$ cat src/asram_pkg.sv
// package for the asynchronous sram host controller: pin bundles, timing figures, states
// assumes a single 20 MHz clock; all counts derived from nanosecond figures at that rate
package asram_pkg;

  localparam int ASRAM_AW = 20;
  localparam int ASRAM_DW = 16;
  localparam int CLK_PERIOD_NS = 50;

  // slow grade figures cover both grades
  localparam int ADDR_TO_WRITE_END_NS = 40;
  localparam int WRITE_PULSE_WIDTH_NS = 40;
  localparam int WRITE_DATA_SETUP_NS = 25;
  localparam int WRITE_TO_FLOAT_TIME_NS = 20;
  localparam int OE_TO_FLOAT_TIME_NS = 20;
  localparam int SELECT_ACCESS_TIME_NS = 55;
  localparam int LANE_ACCESS_TIME_NS = 55;
  localparam int LANE_FLOAT_TIME_NS = 20;

  function automatic int ns_to_cycles(input int ns);
    int c;
    c = (ns + CLK_PERIOD_NS - 1) / CLK_PERIOD_NS;
    return (c < 1) ? 1 : c;
  endfunction

  // strobe low long enough for address/select/lane setup and float plus data setup
  localparam int WR_LOW_NS_A = ADDR_TO_WRITE_END_NS;
  localparam int WR_LOW_NS_B = WRITE_TO_FLOAT_TIME_NS + WRITE_DATA_SETUP_NS + 1;
  localparam int WR_LOW_NS = (WR_LOW_NS_A > WR_LOW_NS_B) ? WR_LOW_NS_A : WR_LOW_NS_B;
  localparam logic [3:0] WR_LOW_CYC = 4'(ns_to_cycles(WR_LOW_NS));
  localparam logic [3:0] FLOAT_CYC = 4'(ns_to_cycles(WRITE_TO_FLOAT_TIME_NS));
  localparam logic [3:0] RD_ACCESS_CYC = 4'(ns_to_cycles(SELECT_ACCESS_TIME_NS));
  localparam logic [3:0] TURN_CYC = 4'(ns_to_cycles(OE_TO_FLOAT_TIME_NS));

  localparam logic [ASRAM_AW-1:0] ADDR_RESET = 20'h0_0000;
  localparam logic [ASRAM_DW-1:0] DATA_RESET = 16'h0000;
  localparam logic [3:0] CNT_RESET = 4'h0;

  // pins as seen at the memory, low-active strobes carry _n
  typedef struct packed {
    logic [ASRAM_AW-1:0] addr;
    logic select_low_active;
    logic select_high_active;
    logic upper_lane_enable_n;
    logic lower_lane_enable_n;
    logic oe_n;
    logic we_n;
  } asram_pins_type;

  typedef struct packed {
    logic write;
    logic [1:0] lanes;
    logic [ASRAM_AW-1:0] addr;
    logic [ASRAM_DW-1:0] wdata;
  } asram_req_type;

  typedef enum logic [2:0] {
    ST_IDLE  = 3'b000,
    ST_WFLT  = 3'b001,
    ST_WLOW  = 3'b010,
    ST_WEND  = 3'b011,
    ST_RACC  = 3'b100,
    ST_RTURN = 3'b101
  } asram_state_type;

  localparam asram_pins_type PINS_IDLE = '{addr: ADDR_RESET, select_low_active: 1'b1,
    select_high_active: 1'b0, upper_lane_enable_n: 1'b1, lower_lane_enable_n: 1'b1,
    oe_n: 1'b1, we_n: 1'b1};

endpackage

$ cat src/asram_host.sv
// host controller driving an asynchronous 16-bit sram with byte lanes
// assumes request pins synchronous to CLK and the sram wired directly to the pin outputs
// limitation: slow-grade timing serves both grades, which costs fast parts a little speed
`timescale 1ns/1ps
module asram_host (
  input wire logic CLK,
  input wire logic ARST_N,
  input wire logic REQ_VALID,
  input wire asram_pkg::asram_req_type REQ,
  output logic REQ_READY,
  output logic RSP_VALID,
  output logic [asram_pkg::ASRAM_DW-1:0] RSP_RDATA,
  output asram_pkg::asram_pins_type PINS,
  input wire logic [asram_pkg::ASRAM_DW-1:0] DQ_IN,
  output logic [asram_pkg::ASRAM_DW-1:0] DQ_OUT,
  output logic [1:0] DQ_OE
);
  import asram_pkg::*;

  // one access in flight at a time; req_q keeps its fields for the whole access
  asram_state_type state_q;
  logic [3:0] cnt_q;
  asram_req_type req_q;

  function automatic logic [ASRAM_DW-1:0] lane_mask(input logic [1:0] lanes);
    return {{8{lanes[1]}}, {8{lanes[0]}}};
  endfunction

  // a request with no lane set is dropped: the memory would neither store nor return data
  function automatic logic req_takeable(input logic valid, input asram_req_type req);
    return valid && req.lanes != 2'b00;
  endfunction

  // every timed phase counts down to one, so a loaded count is its length in cycles
  function automatic logic phase_last(input logic [3:0] cnt);
    return cnt == 4'h1;
  endfunction

  // ----------------------------------------------------------------
  // sequencer
  // ----------------------------------------------------------------
  always_ff @(posedge CLK or negedge ARST_N) begin
    if (!ARST_N) begin
      state_q <= ST_IDLE;
    end else begin
      case (state_q)
        ST_IDLE: begin
          if (req_takeable(REQ_VALID, REQ)) begin
            state_q <= REQ.write ? ST_WFLT : ST_RACC;
          end
        end
        ST_WFLT: begin
          // memory may still drive; wait out its float time before driving data
          if (phase_last(cnt_q)) begin
            state_q <= ST_WLOW;
          end
        end
        ST_WLOW: begin
          // strobe low for the whole phase; its rising edge ends the write
          if (phase_last(cnt_q)) begin
            state_q <= ST_WEND;
          end
        end
        ST_WEND: begin
          // strobe already high; pins stay put this cycle for address and data hold
          state_q <= ST_IDLE;
        end
        ST_RACC: begin
          if (phase_last(cnt_q)) begin
            state_q <= ST_RTURN;
          end
        end
        ST_RTURN: begin
          // hold off the next access until the memory has floated the bus
          if (phase_last(cnt_q)) begin
            state_q <= ST_IDLE;
          end
        end
        default: begin
          state_q <= ST_IDLE;
        end
      endcase
    end
  end

  // ----------------------------------------------------------------
  // phase counter
  // ----------------------------------------------------------------
  // loaded on entry to each timed phase, then counted down to one
  always_ff @(posedge CLK or negedge ARST_N) begin
    if (!ARST_N) begin
      cnt_q <= CNT_RESET;
    end else begin
      case (state_q)
        ST_IDLE: begin
          if (req_takeable(REQ_VALID, REQ)) begin
            cnt_q <= REQ.write ? FLOAT_CYC : RD_ACCESS_CYC;
          end
        end
        ST_WFLT: begin
          cnt_q <= phase_last(cnt_q) ? WR_LOW_CYC : cnt_q - 4'h1;
        end
        ST_WLOW: begin
          if (!phase_last(cnt_q)) begin
            cnt_q <= cnt_q - 4'h1;
          end
        end
        ST_WEND: begin
          cnt_q <= CNT_RESET;
        end
        ST_RACC: begin
          cnt_q <= phase_last(cnt_q) ? TURN_CYC : cnt_q - 4'h1;
        end
        ST_RTURN: begin
          if (!phase_last(cnt_q)) begin
            cnt_q <= cnt_q - 4'h1;
          end
        end
        default: begin
          cnt_q <= CNT_RESET;
        end
      endcase
    end
  end

  always_ff @(posedge CLK or negedge ARST_N) begin
    if (!ARST_N) begin
      req_q <= '0;
    end else if (state_q == ST_IDLE && REQ_VALID) begin
      req_q <= REQ;
    end
  end

  // ----------------------------------------------------------------
  // memory pins
  // ----------------------------------------------------------------
  // address, selects and lanes go active with the strobe still high and stay put until
  // two cycles after the strobe rises, so the strobe's rising edge ends every write
  always_ff @(posedge CLK or negedge ARST_N) begin
    if (!ARST_N) begin
      PINS <= PINS_IDLE;
    end else begin
      PINS <= PINS_IDLE;
      case (state_q)
        ST_IDLE: begin
          if (req_takeable(REQ_VALID, REQ)) begin
            PINS.addr <= REQ.addr;
            PINS.select_low_active <= 1'b0;
            PINS.select_high_active <= 1'b1;
            PINS.upper_lane_enable_n <= ~REQ.lanes[1];
            PINS.lower_lane_enable_n <= ~REQ.lanes[0];
            PINS.oe_n <= REQ.write;
          end
        end
        ST_WFLT, ST_WLOW, ST_WEND, ST_RACC: begin
          PINS.addr <= req_q.addr;
          PINS.select_low_active <= 1'b0;
          PINS.select_high_active <= 1'b1;
          PINS.upper_lane_enable_n <= ~req_q.lanes[1];
          PINS.lower_lane_enable_n <= ~req_q.lanes[0];
          PINS.oe_n <= req_q.write;
          // strobe low only while all qualifiers are already set
          PINS.we_n <= ~(state_q == ST_WFLT && phase_last(cnt_q) ||
                         state_q == ST_WLOW && !phase_last(cnt_q));
        end
        ST_RTURN: begin
          // deselected; address left in place so the memory sees no extra transition
          PINS.addr <= req_q.addr;
        end
        default: begin
          PINS.addr <= ADDR_RESET;
        end
      endcase
    end
  end

  // ----------------------------------------------------------------
  // data bus
  // ----------------------------------------------------------------
  always_ff @(posedge CLK or negedge ARST_N) begin
    if (!ARST_N) begin
      DQ_OUT <= DATA_RESET;
      DQ_OE <= 2'b00;
    end else begin
      // drive from strobe fall through two cycles past its rise: setup and zero hold met
      if ((state_q == ST_WFLT && phase_last(cnt_q)) || state_q == ST_WLOW) begin
        DQ_OUT <= req_q.wdata;
        DQ_OE <= req_q.lanes;
      end else if (state_q == ST_WEND) begin
        // keeps data out for the second cycle after the strobe rises: two full cycles of hold
        DQ_OUT <= req_q.wdata;
        DQ_OE <= req_q.lanes;
      end else begin
        DQ_OE <= 2'b00;
      end
    end
  end

  // ----------------------------------------------------------------
  // request handshake and read answer
  // ----------------------------------------------------------------
  // ready mirrors the idle state, so it never promises an edge the sequencer will not take
  always_ff @(posedge CLK or negedge ARST_N) begin
    if (!ARST_N) begin
      REQ_READY <= 1'b1;
    end else begin
      REQ_READY <= (state_q == ST_IDLE && !req_takeable(REQ_VALID, REQ)) ||
                   state_q == ST_WEND || (state_q == ST_RTURN && phase_last(cnt_q));
    end
  end

  // disabled lanes read as zero rather than whatever the floating bus shows
  always_ff @(posedge CLK or negedge ARST_N) begin
    if (!ARST_N) begin
      RSP_VALID <= 1'b0;
      RSP_RDATA <= DATA_RESET;
    end else begin
      RSP_VALID <= 1'b0;
      if (state_q == ST_RACC && phase_last(cnt_q)) begin
        RSP_VALID <= 1'b1;
        RSP_RDATA <= DQ_IN & lane_mask(req_q.lanes);
      end
    end
  end

endmodule // asram_host

$ cat config.mk
export PLATFORM = sky130hd
export DESIGN_NAME = asram_host
export DESIGN_NICKNAME = d
export VERILOG_FILES = /design/src/asram_pkg.sv /design/src/asram_host.sv
export SDC_FILE = /design/constraint.sdc
export NUM_CORES = 1
export LEC_CHECK = 0
export ABC_AREA = 1
export BUFFER_PORTS_ARGS = -buffer_cell sky130_fd_sc_hd__buf_2
export CAP_MARGIN = 20
export CORE_ASPECT_RATIO = 1.1
export CORE_UTILIZATION = 56
export CTS_CLUSTER_DIAMETER = 80
export CTS_CLUSTER_SIZE = 25
export DETAILED_ROUTE_END_ITERATION = 7
export HOLD_SLACK_MARGIN = 0.1
export PLACE_DENSITY = 0.84
export SLEW_MARGIN = 20
export SYNTH_ARGS = -nofsm -noshare
export SYNTH_HDL_FRONTEND = slang
export SYNTH_SLANG_ARGS = --single-unit
$ cat constraint.sdc
create_clock -name CLK -period 3.3 [get_ports CLK]
set_clock_uncertainty 0.2 [all_clocks]
set_input_delay 0.66 -clock CLK [delete_from_list [all_inputs] [get_ports CLK]]
set_output_delay 0.66 -clock CLK [all_outputs]
set_load 0.1 [all_outputs]
==> impl_metrics.yaml <==
setup_path:
  critPathArrivalTime_ps: 2530
  reg2reg_to: "PINS[15]"
  rrSetupSlack_ps: 790
  start_kind: "register"
  worstPathRequired_ps: 3320
  r2r_cells: 5
  end_kind: "register"
  path_max_fanout: 20
  regToRegStartpoint: "state_q[0]"
  path_class: "reg2reg"
place:
  port_buffers: 119
  place_ws_ps: 808
  dpl-instance-area_sq_um: 5050
  dpl.hpwl_microns: 6680
  gp_congestion: 0.867
routing:
  wl_per_cell_microns: 13.7
  via_count: 3641
  wirelength_microns: 9720
  viasPerCell: 5.13
  drt_first_pass_iters: 5
  first_iter_violations: 162
  drc: 0
  antenna_left: 0
min_path:
  min_path_type: "in2async"
yosys:
  seq_area_frac_synth_pct: 61.4
  synth_top_area_share_pct: 57.8
  avgSynthCellArea_sq_um: 9.01
  synthAdderAreaFrac_pct: 0.567
  synth_fp_nets: 550
  synth_compound_area_share_pct: 10.1
  muxShareOfSynthArea_pct: 0
  synth_edf_count: 0
  ys.flop_type: "dfrtp_1"
  synth_xor_area_share_pct: 0.198
  synth.distinct_cells: 26
  yosysTopAreaCell: "dfrtp_1"
  yosys_warnings: 0
  synth_top_family_by_area: "simple AND/OR/NAND/NOR gates"
  yosys_register_bits: 108
  synth_cells: 490
  synth_area_sq_um: 4420
  synth_area_leaders: "dfrtp_1, nand2_1, o21ai_0, dfstp_2, inv_1"
  synthArstFlopShare_pct: 100
  synth_simple_gate_area_share_pct: 21.1
timing:
  tightestPinTransition_ps: 856
  final.setup.tns_ps: 0
  fmax_ghz: 0.398
  period_minus_slack_ps: 2510
  rsz0062_at_grt: "no"
  fin_ws_ps: 787
  fin_crit_sh_pct: 76.2
  drv_slew: 0
  setup_viol: 0
  max_slew_margin_pct: 42.9
  timing_hold_violations_final: 0
die:
  die_h_microns: 95.1
  rows: 33
  start_util_pct: 58.4
  die_w_microns: 86.7
  die_area_sq_um: 8240
  num_io_pins: 120
  core_area_sq_um: 7560
clocking:
  root_buffer: "clkbuf_8"
  hold_buffers: 0
  clock_path_buffers: 2
  cts_resized: 0
  clk_latency_ps: 370
  clock-sinks: 108
  cts_buffers: 9
  htree_levels: 3
  path_clk_slew_ps: 100
  cts_tree: "built"
  cts_setup_buffers: 0
finish:
  area_delta_synth_final_pct: 18.8
  final_cell_area_sq_um: 5240
  nets: 660
  drive_gt1_share_pct: 25.3
  diodes: 0
job:
  cap_violations: 0
grt:
  grt_max_degree: 61
  grt_first_pass_wirelength_microns: 16000
  antenna_found_initial: 0
  grt_pass1_vias: 3621
  grtUsageTotal_pct: 25.1
  grt_overflow_total: 0
outcome:
  status: "finished, final reports clean"
critical path: stages (launching register included):
cell and delay [ps]:
dfrtp_1 460, nor2_2 90, nand2_1 550, nand2_1 570
o21ai_0 340, o21ai_0 150
kinds of logic after synthesis:
logic type	count (synthesis)
AOI/OAI and AO/OA	88
adders and majority gates	2
and+or+nand+nor	226
buffers and inverters	65
xor gates and xnor gates	1
DFF	108
sequential cells by signal, summed over array words and instances, names as in the netlist:
| signal | count |
|---|---|
| DQ_OUT | 16 |
| cnt_q | 4 |
| RSP_VALID | 1 |
| state_q | 3 |
| REQ_READY | 1 |
| RSP_RDATA | 16 |
| req_q | 39 |
| DQ_OE | 2 |
| PINS | 26 |
final cells by class:
cell class | count | area (sq um)
multi-input cells | 317 | 1410
clock inverters | 3 | 46.3
fillers | 602 | 2310
clock buffers | 13 | 149
flip-flops and latches | 108 | 2710
inverters | 42 | 160
well taps | 105 | 131
repair buffers | 122 | 633
how the worst max path moves through the flow:
stage / cells after the start / slack, ps / endpoint / startpoint
after floorplan: 0 / 1540 / DQ_OUT[0] / DQ_OUT[0]
after global placement: 5 / 1000 / PINS[21] / state_q[0]
after detailed placement: 5 / 810 / PINS[15] / state_q[0]
after CTS: 5 / 790 / PINS[12] / state_q[0]
after global routing: 5 / 480 / PINS[6] / state_q[0]
final: 5 / 790 / PINS[15] / state_q[0]
cells in the mapped netlist, types with 2 or more instances:
master and n:
buf_6 4, nand3_1 28, dfstp_2 6, inv_1 38, buf_2 6, nand2_1 182, dfrtp_1 102, nor2_2 3
buf_4 2, a21oi_1 2, ha_1 2, o21ai_0 80, inv_2 3, clkbuf_1 10, o21ai_1 4, nor2_1 7
nand2_4 2
per-layer routing:
metal | routed length [microns] | up-vias | GRT usage (%) | part of all wire (%)
met2 | 4930 | 134 | 44.8 | 51
li1 | - | 1772 | - | -
met5 | 0 | - | 0 | 0
met3 | 462 | 16 | 4.16 | 4.8
met1 | 4160 | 1719 | 30.7 | 43
met4 | 163 | 0 | 9.03 | 1.7
placed cells by master, fill, tap and decap left out:
cell type,count
inv_1,38
o221ai_1,1
nor2_2,3
o21a_1,1
ha_1,2
nand3_1,28
a21oi_1,2
buf_4,3
bufinv_16,1
o21ai_0,80
dfrtp_1,102
clkinv_4,1
inv_4,1
nand2_4,2
nand4_1,1
nand2_2,1
inv_2,3
dfstp_2,6
nand2_1,182
buf_12,1
clkbuf_8,10
nor2_8,1
clkbuf_1,3
buf_2,118
clkinvlp_4,1
xor2_1,1
nand3_2,1
o21ai_1,4
nor2_1,7
through the flow:
stage,std cells,utilization (%),hold WS (ps)
floorplan,490,-,164
global placement,694,66.8,252
detailed placement,694,66.8,253
CTS,710,69.4,130
global route,710,69.4,151
finish,710,69.4,106
Power is left out: the tool's default activity adds up to more than one toggle a clock period on the data nets, which glitch-free logic cannot reach.
